`src/cpf_pkg.sv`:
```
/*
 Shared constants for the crossbar port flow control ends.
 Assumes both ends run on one clock with a synchronous low reset.
*/
// What this block does
// - Ingress carries 130-bit packets, ready and stall.
// - Device stalls crossbar when request buffer reaches 12 of 16.
// - Ready comes one cycle ahead of packet.
// - Stall releases only with room for six.
// - Three packets may follow stall; all accepted.
// - Egress drives 146-bit bus, two 8-bit groups.
// - Device counts ungranted packets per core.
// - At two outstanding, hold that core's next.
// - Crossbar counts two packets per core; keeps one packet for all cores.
package cpf_pkg;
	localparam int INGRESS_WIDTH = 130;
	localparam int EGRESS_WIDTH = 146;
	localparam int CORE_COUNT = 8;
	localparam int BUF_DEPTH = 16;
	localparam int FIFO_DEPTH = 4;
	localparam int STALL_SKID = 3;
	localparam int RELEASE_ROOM = 6;
	localparam int MAX_OUTSTANDING = 2;
	localparam logic [1:0] CREDIT_RESET = 2'h0;
endpackage

```
`src/cpf_link_if.sv`:
```
/*
 Link between the device end and the crossbar end.
 Assumes both ends share clk.
*/
`timescale 1ns/10ps
`default_nettype none
interface cpf_link_if;
	logic ingressDataReadyEarly;
	logic [cpf_pkg::INGRESS_WIDTH-1:0] ingressPacketBus;
	logic ingressStall;
	logic [cpf_pkg::EGRESS_WIDTH-1:0] egressPacketBus;
	logic [cpf_pkg::CORE_COUNT-1:0] egressRequest;
	logic [cpf_pkg::CORE_COUNT-1:0] egressGrant;
	modport device (
		input ingressDataReadyEarly, ingressPacketBus, egressGrant,
		output ingressStall, egressPacketBus, egressRequest
	);
	modport crossbar (
		output ingressDataReadyEarly, ingressPacketBus, egressGrant,
		input ingressStall, egressPacketBus, egressRequest
	);
endinterface
`default_nettype wire

```
`src/cpf_device_end.sv`:
```
/*
 Device end: ingress request buffer with stall, egress per-core credit.
 Assumes the crossbar honours stall within three packets and grants
 each egress packet once.
*/
`timescale 1ns/10ps
`default_nettype none
module cpf_device_end (
	input wire logic clk,
	input wire logic rst_n,
	cpf_link_if.device link,
	output logic reqValid,
	input wire logic reqReady,
	output logic [cpf_pkg::INGRESS_WIDTH-1:0] reqData,
	input wire logic retValid,
	output logic retReady,
	input wire logic [cpf_pkg::EGRESS_WIDTH-1:0] retData,
	input wire logic [2:0] retCore
);
	localparam int CW = $clog2(cpf_pkg::BUF_DEPTH);
	localparam int OW = cpf_pkg::EGRESS_WIDTH + 3;
	localparam int STALL_ON = cpf_pkg::BUF_DEPTH - cpf_pkg::STALL_SKID - 1;
	localparam int STALL_OFF = cpf_pkg::BUF_DEPTH - cpf_pkg::RELEASE_ROOM;
	typedef enum logic [0:0] {
		STALL_OPEN = 1'b0,
		STALL_HELD = 1'b1
	} cpf_stall_t;

	// Ingress request buffer
	logic readyStage_q;
	logic [cpf_pkg::INGRESS_WIDTH-1:0] mem [cpf_pkg::BUF_DEPTH];
	logic [CW-1:0] wrPtr_q;
	logic [CW-1:0] rdPtr_q;
	logic [CW:0] used_q;
	logic bufFull;
	logic bufEmpty;
	logic push;
	logic pop;
	logic stallSet;
	logic stallClear;
	cpf_stall_t stallState_q;

	// Egress credit path
	logic fifoValid;
	logic fifoReady;
	logic [OW-1:0] fifoData;
	logic [2:0] headCore;
	logic [cpf_pkg::EGRESS_WIDTH-1:0] headPacket;
	logic [1:0] credit_q [cpf_pkg::CORE_COUNT];
	wire logic [cpf_pkg::CORE_COUNT-1:0] coreFull;
	logic [cpf_pkg::CORE_COUNT-1:0] headSelect;
	logic issue;
	logic [cpf_pkg::EGRESS_WIDTH-1:0] egressBus_q;
	logic [cpf_pkg::CORE_COUNT-1:0] egressReq_q;

	// Packet valid the cycle after early ready
	always_ff @(posedge clk) begin
		if (!rst_n) begin
			readyStage_q <= 1'b0;
		end else begin
			readyStage_q <= link.ingressDataReadyEarly;
		end
	end

	assign bufFull = (used_q == (CW+1)'(cpf_pkg::BUF_DEPTH));
	assign bufEmpty = (used_q == '0);

	// A packet arriving while the buffer is full is dropped so the pointers stay sane
	assign push = readyStage_q && !bufFull;
	assign pop = !bufEmpty && reqReady;
	assign reqValid = !bufEmpty;
	assign reqData = mem[rdPtr_q];

	always_ff @(posedge clk) begin
		if (push) begin
			mem[wrPtr_q] <= link.ingressPacketBus;
		end
	end

	always_ff @(posedge clk) begin
		if (!rst_n) begin
			wrPtr_q <= '0;
		end else if (push) begin
			wrPtr_q <= wrPtr_q + 1'b1;
		end
	end

	always_ff @(posedge clk) begin
		if (!rst_n) begin
			rdPtr_q <= '0;
		end else if (pop) begin
			rdPtr_q <= rdPtr_q + 1'b1;
		end
	end

	always_ff @(posedge clk) begin
		if (!rst_n) begin
			used_q <= '0;
		end else if (push && !pop) begin
			used_q <= used_q + 1'b1;
		end else if (pop && !push) begin
			used_q <= used_q - 1'b1;
		end
	end

	// Stall early enough to keep three slots for in-flight packets
	assign stallSet = (int'(used_q) >= STALL_ON);
	assign stallClear = (int'(used_q) <= STALL_OFF);

	// Gap between the thresholds keeps the stall from chattering
	always_ff @(posedge clk) begin
		if (!rst_n) begin
			stallState_q <= STALL_OPEN;
		end else begin
			case (stallState_q)
				STALL_OPEN: begin
					if (stallSet) begin
						stallState_q <= STALL_HELD;
					end
				end
				STALL_HELD: begin
					if (stallClear) begin
						stallState_q <= STALL_OPEN;
					end
				end
				default: begin
					stallState_q <= STALL_OPEN;
				end
			endcase
		end
	end
	assign link.ingressStall = (stallState_q == STALL_HELD);

	cpf_fifo #(
		.WIDTH(OW),
		.DEPTH(cpf_pkg::FIFO_DEPTH)
	) u_retFifo (
		.clk(clk),
		.rst_n(rst_n),
		.inValid(retValid),
		.inReady(retReady),
		.inData({retCore, retData}),
		.outValid(fifoValid),
		.outReady(fifoReady),
		.outData(fifoData)
	);

	assign headCore = fifoData[OW-1 -: 3];
	assign headPacket = fifoData[cpf_pkg::EGRESS_WIDTH-1:0];
	assign headSelect = 8'h01 << headCore;

	// Head-of-line blocking kept simple; order per core is preserved
	assign issue = fifoValid && !coreFull[headCore];
	assign fifoReady = issue;

	for (genvar c = 0; c < cpf_pkg::CORE_COUNT; c++) begin : g_credit
		logic inc;
		logic dec;
		assign coreFull[c] =
			(credit_q[c] >= 2'(cpf_pkg::MAX_OUTSTANDING));
		assign inc = issue && headSelect[c];
		// A grant with nothing owed is ignored
		assign dec = link.egressGrant[c] && (credit_q[c] != 2'h0);
		always_ff @(posedge clk) begin
			if (!rst_n) begin
				credit_q[c] <= cpf_pkg::CREDIT_RESET;
			end else if (inc && !dec) begin
				credit_q[c] <= credit_q[c] + 2'h1;
			end else if (dec && !inc) begin
				credit_q[c] <= credit_q[c] - 2'h1;
			end
		end
	end

	always_ff @(posedge clk) begin
		if (!rst_n) begin
			egressBus_q <= '0;
		end else if (issue) begin
			egressBus_q <= headPacket;
		end
	end

	// Request is a one-cycle pulse beside the packet
	always_ff @(posedge clk) begin
		if (!rst_n) begin
			egressReq_q <= '0;
		end else begin
			egressReq_q <= issue ? headSelect : '0;
		end
	end
	assign link.egressPacketBus = egressBus_q;
	assign link.egressRequest = egressReq_q;
endmodule // cpf_device_end
`default_nettype wire

```
`src/cpf_fifo.sv`:
```
/*
 Small valid/ready FIFO, parameterised in width and depth.
 Assumes a power-of-two depth and one clock.
*/
`timescale 1ns/10ps
`default_nettype none
module cpf_fifo #(
	parameter int WIDTH = 8,
	parameter int DEPTH = 4
) (
	input wire logic clk,
	input wire logic rst_n,
	input wire logic inValid,
	output logic inReady,
	input wire logic [WIDTH-1:0] inData,
	output logic outValid,
	input wire logic outReady,
	output logic [WIDTH-1:0] outData
);
	localparam int AW = $clog2(DEPTH);
	logic [WIDTH-1:0] mem [DEPTH];
	logic [AW-1:0] wrPtr_q;
	logic [AW-1:0] rdPtr_q;
	logic [AW:0] count_q;
	logic push;
	logic pop;

	assign inReady = (count_q != (AW+1)'(DEPTH));
	assign outValid = (count_q != '0);
	assign outData = mem[rdPtr_q];
	assign push = inValid && inReady;
	assign pop = outValid && outReady;

	always_ff @(posedge clk) begin
		if (push) begin
			mem[wrPtr_q] <= inData;
		end
	end

	always_ff @(posedge clk) begin
		if (!rst_n) begin
			wrPtr_q <= '0;
			rdPtr_q <= '0;
			count_q <= '0;
		end else begin
			if (push) begin
				wrPtr_q <= wrPtr_q + 1'b1;
			end
			if (pop) begin
				rdPtr_q <= rdPtr_q + 1'b1;
			end
			if (push && !pop) begin
				count_q <= count_q + 1'b1;
			end else if (pop && !push) begin
				count_q <= count_q - 1'b1;
			end
		end
	end
endmodule // cpf_fifo
`default_nettype wire

```
`src/flat_wrapper.sv`:
```
// flat-port wrapper written by rule: the top's interface ports become plain ports
module cpf_device_end_flat 
  (clk, rst_n, reqValid, reqReady, reqData, retValid, retReady, retData, retCore, link_ingressDataReadyEarly, link_ingressPacketBus, link_egressGrant, link_ingressStall, link_egressPacketBus, link_egressRequest);
  cpf_link_if link_i ();
  input wire logic clk;
  input wire logic rst_n;
  output logic reqValid;
  input wire logic reqReady;
  output logic [cpf_pkg::INGRESS_WIDTH-1:0] reqData;
  input wire logic retValid;
  output logic retReady;
  input wire logic [cpf_pkg::EGRESS_WIDTH-1:0] retData;
  input wire logic [2:0] retCore;
  input wire logic [$bits(link_i.ingressDataReadyEarly)-1:0] link_ingressDataReadyEarly;
  input wire logic [$bits(link_i.ingressPacketBus)-1:0] link_ingressPacketBus;
  input wire logic [$bits(link_i.egressGrant)-1:0] link_egressGrant;
  output wire logic [$bits(link_i.ingressStall)-1:0] link_ingressStall;
  output wire logic [$bits(link_i.egressPacketBus)-1:0] link_egressPacketBus;
  output wire logic [$bits(link_i.egressRequest)-1:0] link_egressRequest;
  assign link_i.ingressDataReadyEarly = link_ingressDataReadyEarly;
  assign link_i.ingressPacketBus = link_ingressPacketBus;
  assign link_i.egressGrant = link_egressGrant;
  assign link_ingressStall = link_i.ingressStall;
  assign link_egressPacketBus = link_i.egressPacketBus;
  assign link_egressRequest = link_i.egressRequest;
  cpf_device_end u_core (.clk(clk), .rst_n(rst_n), .link(link_i), .reqValid(reqValid), .reqReady(reqReady), .reqData(reqData), .retValid(retValid), .retReady(retReady), .retData(retData), .retCore(retCore));
endmodule
```
`config.mk`:
```
export PLATFORM = sky130hd
export DESIGN_NAME = cpf_device_end_flat
export DESIGN_NICKNAME = d
export VERILOG_FILES = /design/src/cpf_pkg.sv /design/src/cpf_link_if.sv /design/src/cpf_device_end.sv /design/src/cpf_fifo.sv /design/src/flat_wrapper.sv
export SDC_FILE = /design/constraint.sdc
export NUM_CORES = 2
export LEC_CHECK = 0
export BUFFER_PORTS_ARGS = -buffer_cell sky130_fd_sc_hd__buf_2
export CAP_MARGIN = 15
export CORE_MARGIN = 4
export CORE_UTILIZATION = 42
export DETAILED_ROUTE_END_ITERATION = 10
export GPL_ROUTABILITY_DRIVEN = 1
export PLACE_DENSITY = 0.67
export SKIP_LAST_GASP = 1
export SYNTH_ARGS = -nofsm -noshare
export SYNTH_HDL_FRONTEND = slang
export SYNTH_SLANG_ARGS = --single-unit
```
`constraint.sdc`:
```
create_clock -name clk -period 10.3 [get_ports clk]
set_input_delay 0.515 -clock clk [delete_from_list [all_inputs] [get_ports clk]]
set_output_delay 0.515 -clock clk [all_outputs]
set_load 0.01 [all_outputs]
```
==> flow_summary.yaml <==
global_route:
  grt_util_met3: 0.0567
  antenna_found_initial: 55
  grt_usage: 0.188
  grtUsageMet1: 0.248
  busiest_layer: "met2"
  overflow: 0
  grt_max_degree: 197
  grt_pass1_wl_mm: 366
  grt_use_met2: 0.302
  grt_pass1_vias: 53589
layout:
  num-fill-cells: 19916
  area_delta_synth_final_pct: 17.9
  nets: 5938
  final_common_cell: "edfxtp_1"
  final_cell_mix: "edfxtp_1 (2692), mux4_2 (797), buf_2 (577), clkbuf_16 (314), dlygate4sd3_1 (281)"
  drive_gt1_frac: 0.323
  post-route-util: 0.498
  final_cell_area_um2: 127000
power_and_ir_drop:
  p_leak_nw: 40.0
  p_per_area_nw_per_um2: 231
  peakVddDrop_uv: 245
min_path:
  hold_class: "input pin to flop"
  min_from: "rst_n"
clock_network:
  cts-htree-levels: 5
  cts_root_buf: "clkbuf_16"
  cts_tree: "done"
  post_cts_resized: 0
  cts_buffers: 307
  cts.clk_slew.worst_paths_ns: 0.06
  cts.sinks: 2874
  cts_max_path_buffers: 4
  clk_latency_ns: 0.93
critical_path:
  crit_path_end: "u_core.u_retFifo.count_q[2]"
  r2r_end: "u_core.u_retFifo.count_q[2]"
  crit_path_max_fanout: 196
  r2r_cells: 12
  required_ns: 11.08
  cp.arrival_ns: 5.96
  end_kind: "flop"
  crit_path_start_kind: "flop"
  path_class: "flop to flop"
  r2r_setup_slack_ns: 5.12
yosys:
  synthAdderAreaFrac: 0.00364
  synth-edff-count: 2692
  postSynthNetCount: 4954
  synth-compound-area-share: 0.00871
  yosysSeqAreaShare: 0.787
  ys.flop_type: "edfxtp_1"
  synth.distinct_cells: 39
  synth_cells: 4632
  synth_top_family_by_area: "multiplexers"
  synth_xor_area_frac: 0.00171
  syn_avg_cell_area_um2: 23.2
  netlist_area_um2: 107000
  synthMuxAreaShare: 0.169
  yosysWarnings: 0
  synthArstFlopShare: 0
  ys_ff_latch: 2874
  synthSimpleGateAreaFrac: 0.0190
die:
  core_um2: 254000
  pin_count: 579
  rows: 185
  die_area_um2: 264000
  start_util: 0.422
  die_w_um: 514
  die_y_um: 514
place:
  port_buffers: 578
  postPlaceCellArea_um2: 114000
  hpwl_mm: 130
  gp_congestion: 0.766
run:
  cap_viol_max_count: 0
routing:
  via_count: 51411
  route.detailed.drc: 0
  dr.pass1.iters: 5
  drt_iter0_drc: 5306
  ant_nets: 0
  drt-total-wl_mm: 250
  wl_per_cell_um: 27.1
  vias_per_cell: 5.57
sta:
  fmax_mhz: 193
  fin_crit_sh: 0.503
  rsz0062_at_grt: "no"
  relSlewSlack: 0.219
  period_minus_slack_ns: 5.18
  tightest_slew_ns: 1.17
  hold_violations: 0
  finalSetupViolations: 0
  maxSlewViolCount: 0
  finClkSkew_ns: 0.101
  hold_slack_ns: 0.0890
  fin_tns_setup_ns: 0
run_status:
  outcome: "completed"
[layer usage]
metal,vias up,part of all wire
li1,21505,-
met1,27295,0.39
met2,2080,0.49
met3,495,0.092
met4,36,0.030
met5,-,0.00087
[per-stage QoR]
step / power, mW / std cells / worst slack [ns]
floorplan: 17.5 / 4632 / 3.09
global placement: 19.1 / 8392 / 5.10
detailed placement: 19.1 / 8392 / 5.12
CTS: 29.6 / 9189 / 4.96
global route: 30.5 / 9210 / 4.73
finish: 29.3 / 9225 / 5.12
[worst max-delay path, stage by stage, from the launching register on]
cell      delay, ns
dfxtp_4        0.77
buf_4          0.92
mux4_2         0.49
inv_1          0.19
mux2_2         0.42
o22ai_4        0.20
buf_12         0.60
inv_1          0.10
ha_1           0.25
fa_1           0.38
xnor2_1        0.14
or3_1          0.30
a21boi_0       0.15
[synthesized netlist by cell type, drive strengths merged (22+ instances only)]
master	count	share of area
inv	26	0.00091
edfxtp	2692	0.75
clkbuf	182	0.0064
buf	73	0.0040
dfxtp	182	0.034
mux4	797	0.17
nand2	178	0.0062
ha	28	0.0033
o21ai	155	0.0072
nor2	28	0.00098
nand3	153	0.0071
and2	22	0.0013
[report_power, final]
| part | internal, mW | switching, mW | leakage (nW) |
|---|---|---|---|
| Sequential | 13.4 | 0.340 | 25.9 |
| Combinational | 2.39 | 2.80 | 9.51 |
| Clock | 6.07 | 4.29 | 4.58 |
[how the worst min path moves through the flow]
| stage | slack (ns) | endpoint | depth (start not counted) |
|---|---|---|---|
| 6_report | 0.09 | u_core.link.egressPacketBus[7] | 3 |
| 5_1_grt | 0.05 | flop | 4 |
| 4_1_cts | 0.009 | flop | 4 |
| 3_5_place_dp | 0.44 | u_core.link.egressPacketBus[134] | 2 |
| 3_3_place_gp | 0.44 | u_core.link.egressPacketBus[19] | 2 |
| 2_1_floorplan | 0.45 | flop | 2 |
[repair_timing]
item | 4_1_cts | 5_1_grt
hold buffers | 281 | 0
endpoints found under the hold margin | 2660 | 0
setup endpoints to repair | 0 | 0
buffers inserted | 0 | 0
[cells by family (layout without fill, tap and decap cells)]
| family | Yosys count | after routing |
|---|---|---|
| DFF | 2874 | 2874 |
| muxes | 809 | 809 |
| and+or+nand+nor | 440 | 440 |
| buffers and inverters | 281 | 1472 |
| AOI/OAI and AO/OA | 177 | 177 |
| adders and majority gates | 30 | 30 |
| xor gates and xnor gates | 21 | 21 |
| other | 0 | 36 |
[area by class of cell]
class                      instances  area (um2)  share of cell area
antenna                           36        90.1            0.000712
clock buffer                     387        8220              0.0650
clock inverter                   129        1130             0.00895
inverter                          26        97.6            0.000771
multi-input combinational       1477       21800               0.172
sequential                      2874       84500               0.668
tap                             3366        4210              0.0333
timing repair buffer             930        6520              0.0515
[state kept, by name (all words and copies together) (netlist names), 4 cells and up, named ones only]
signal                       flops
u_core.credit_q                 16
u_core.link.egressPacketBus    146
u_core.link.egressRequest        8
u_core.mem                    2080
u_core.rdPtr_q                   4
u_core.u_retFifo.mem           596
u_core.used_q                    5
u_core.wrPtr_q                   4
No activity file was read; power rests on OpenSTA's default activity.
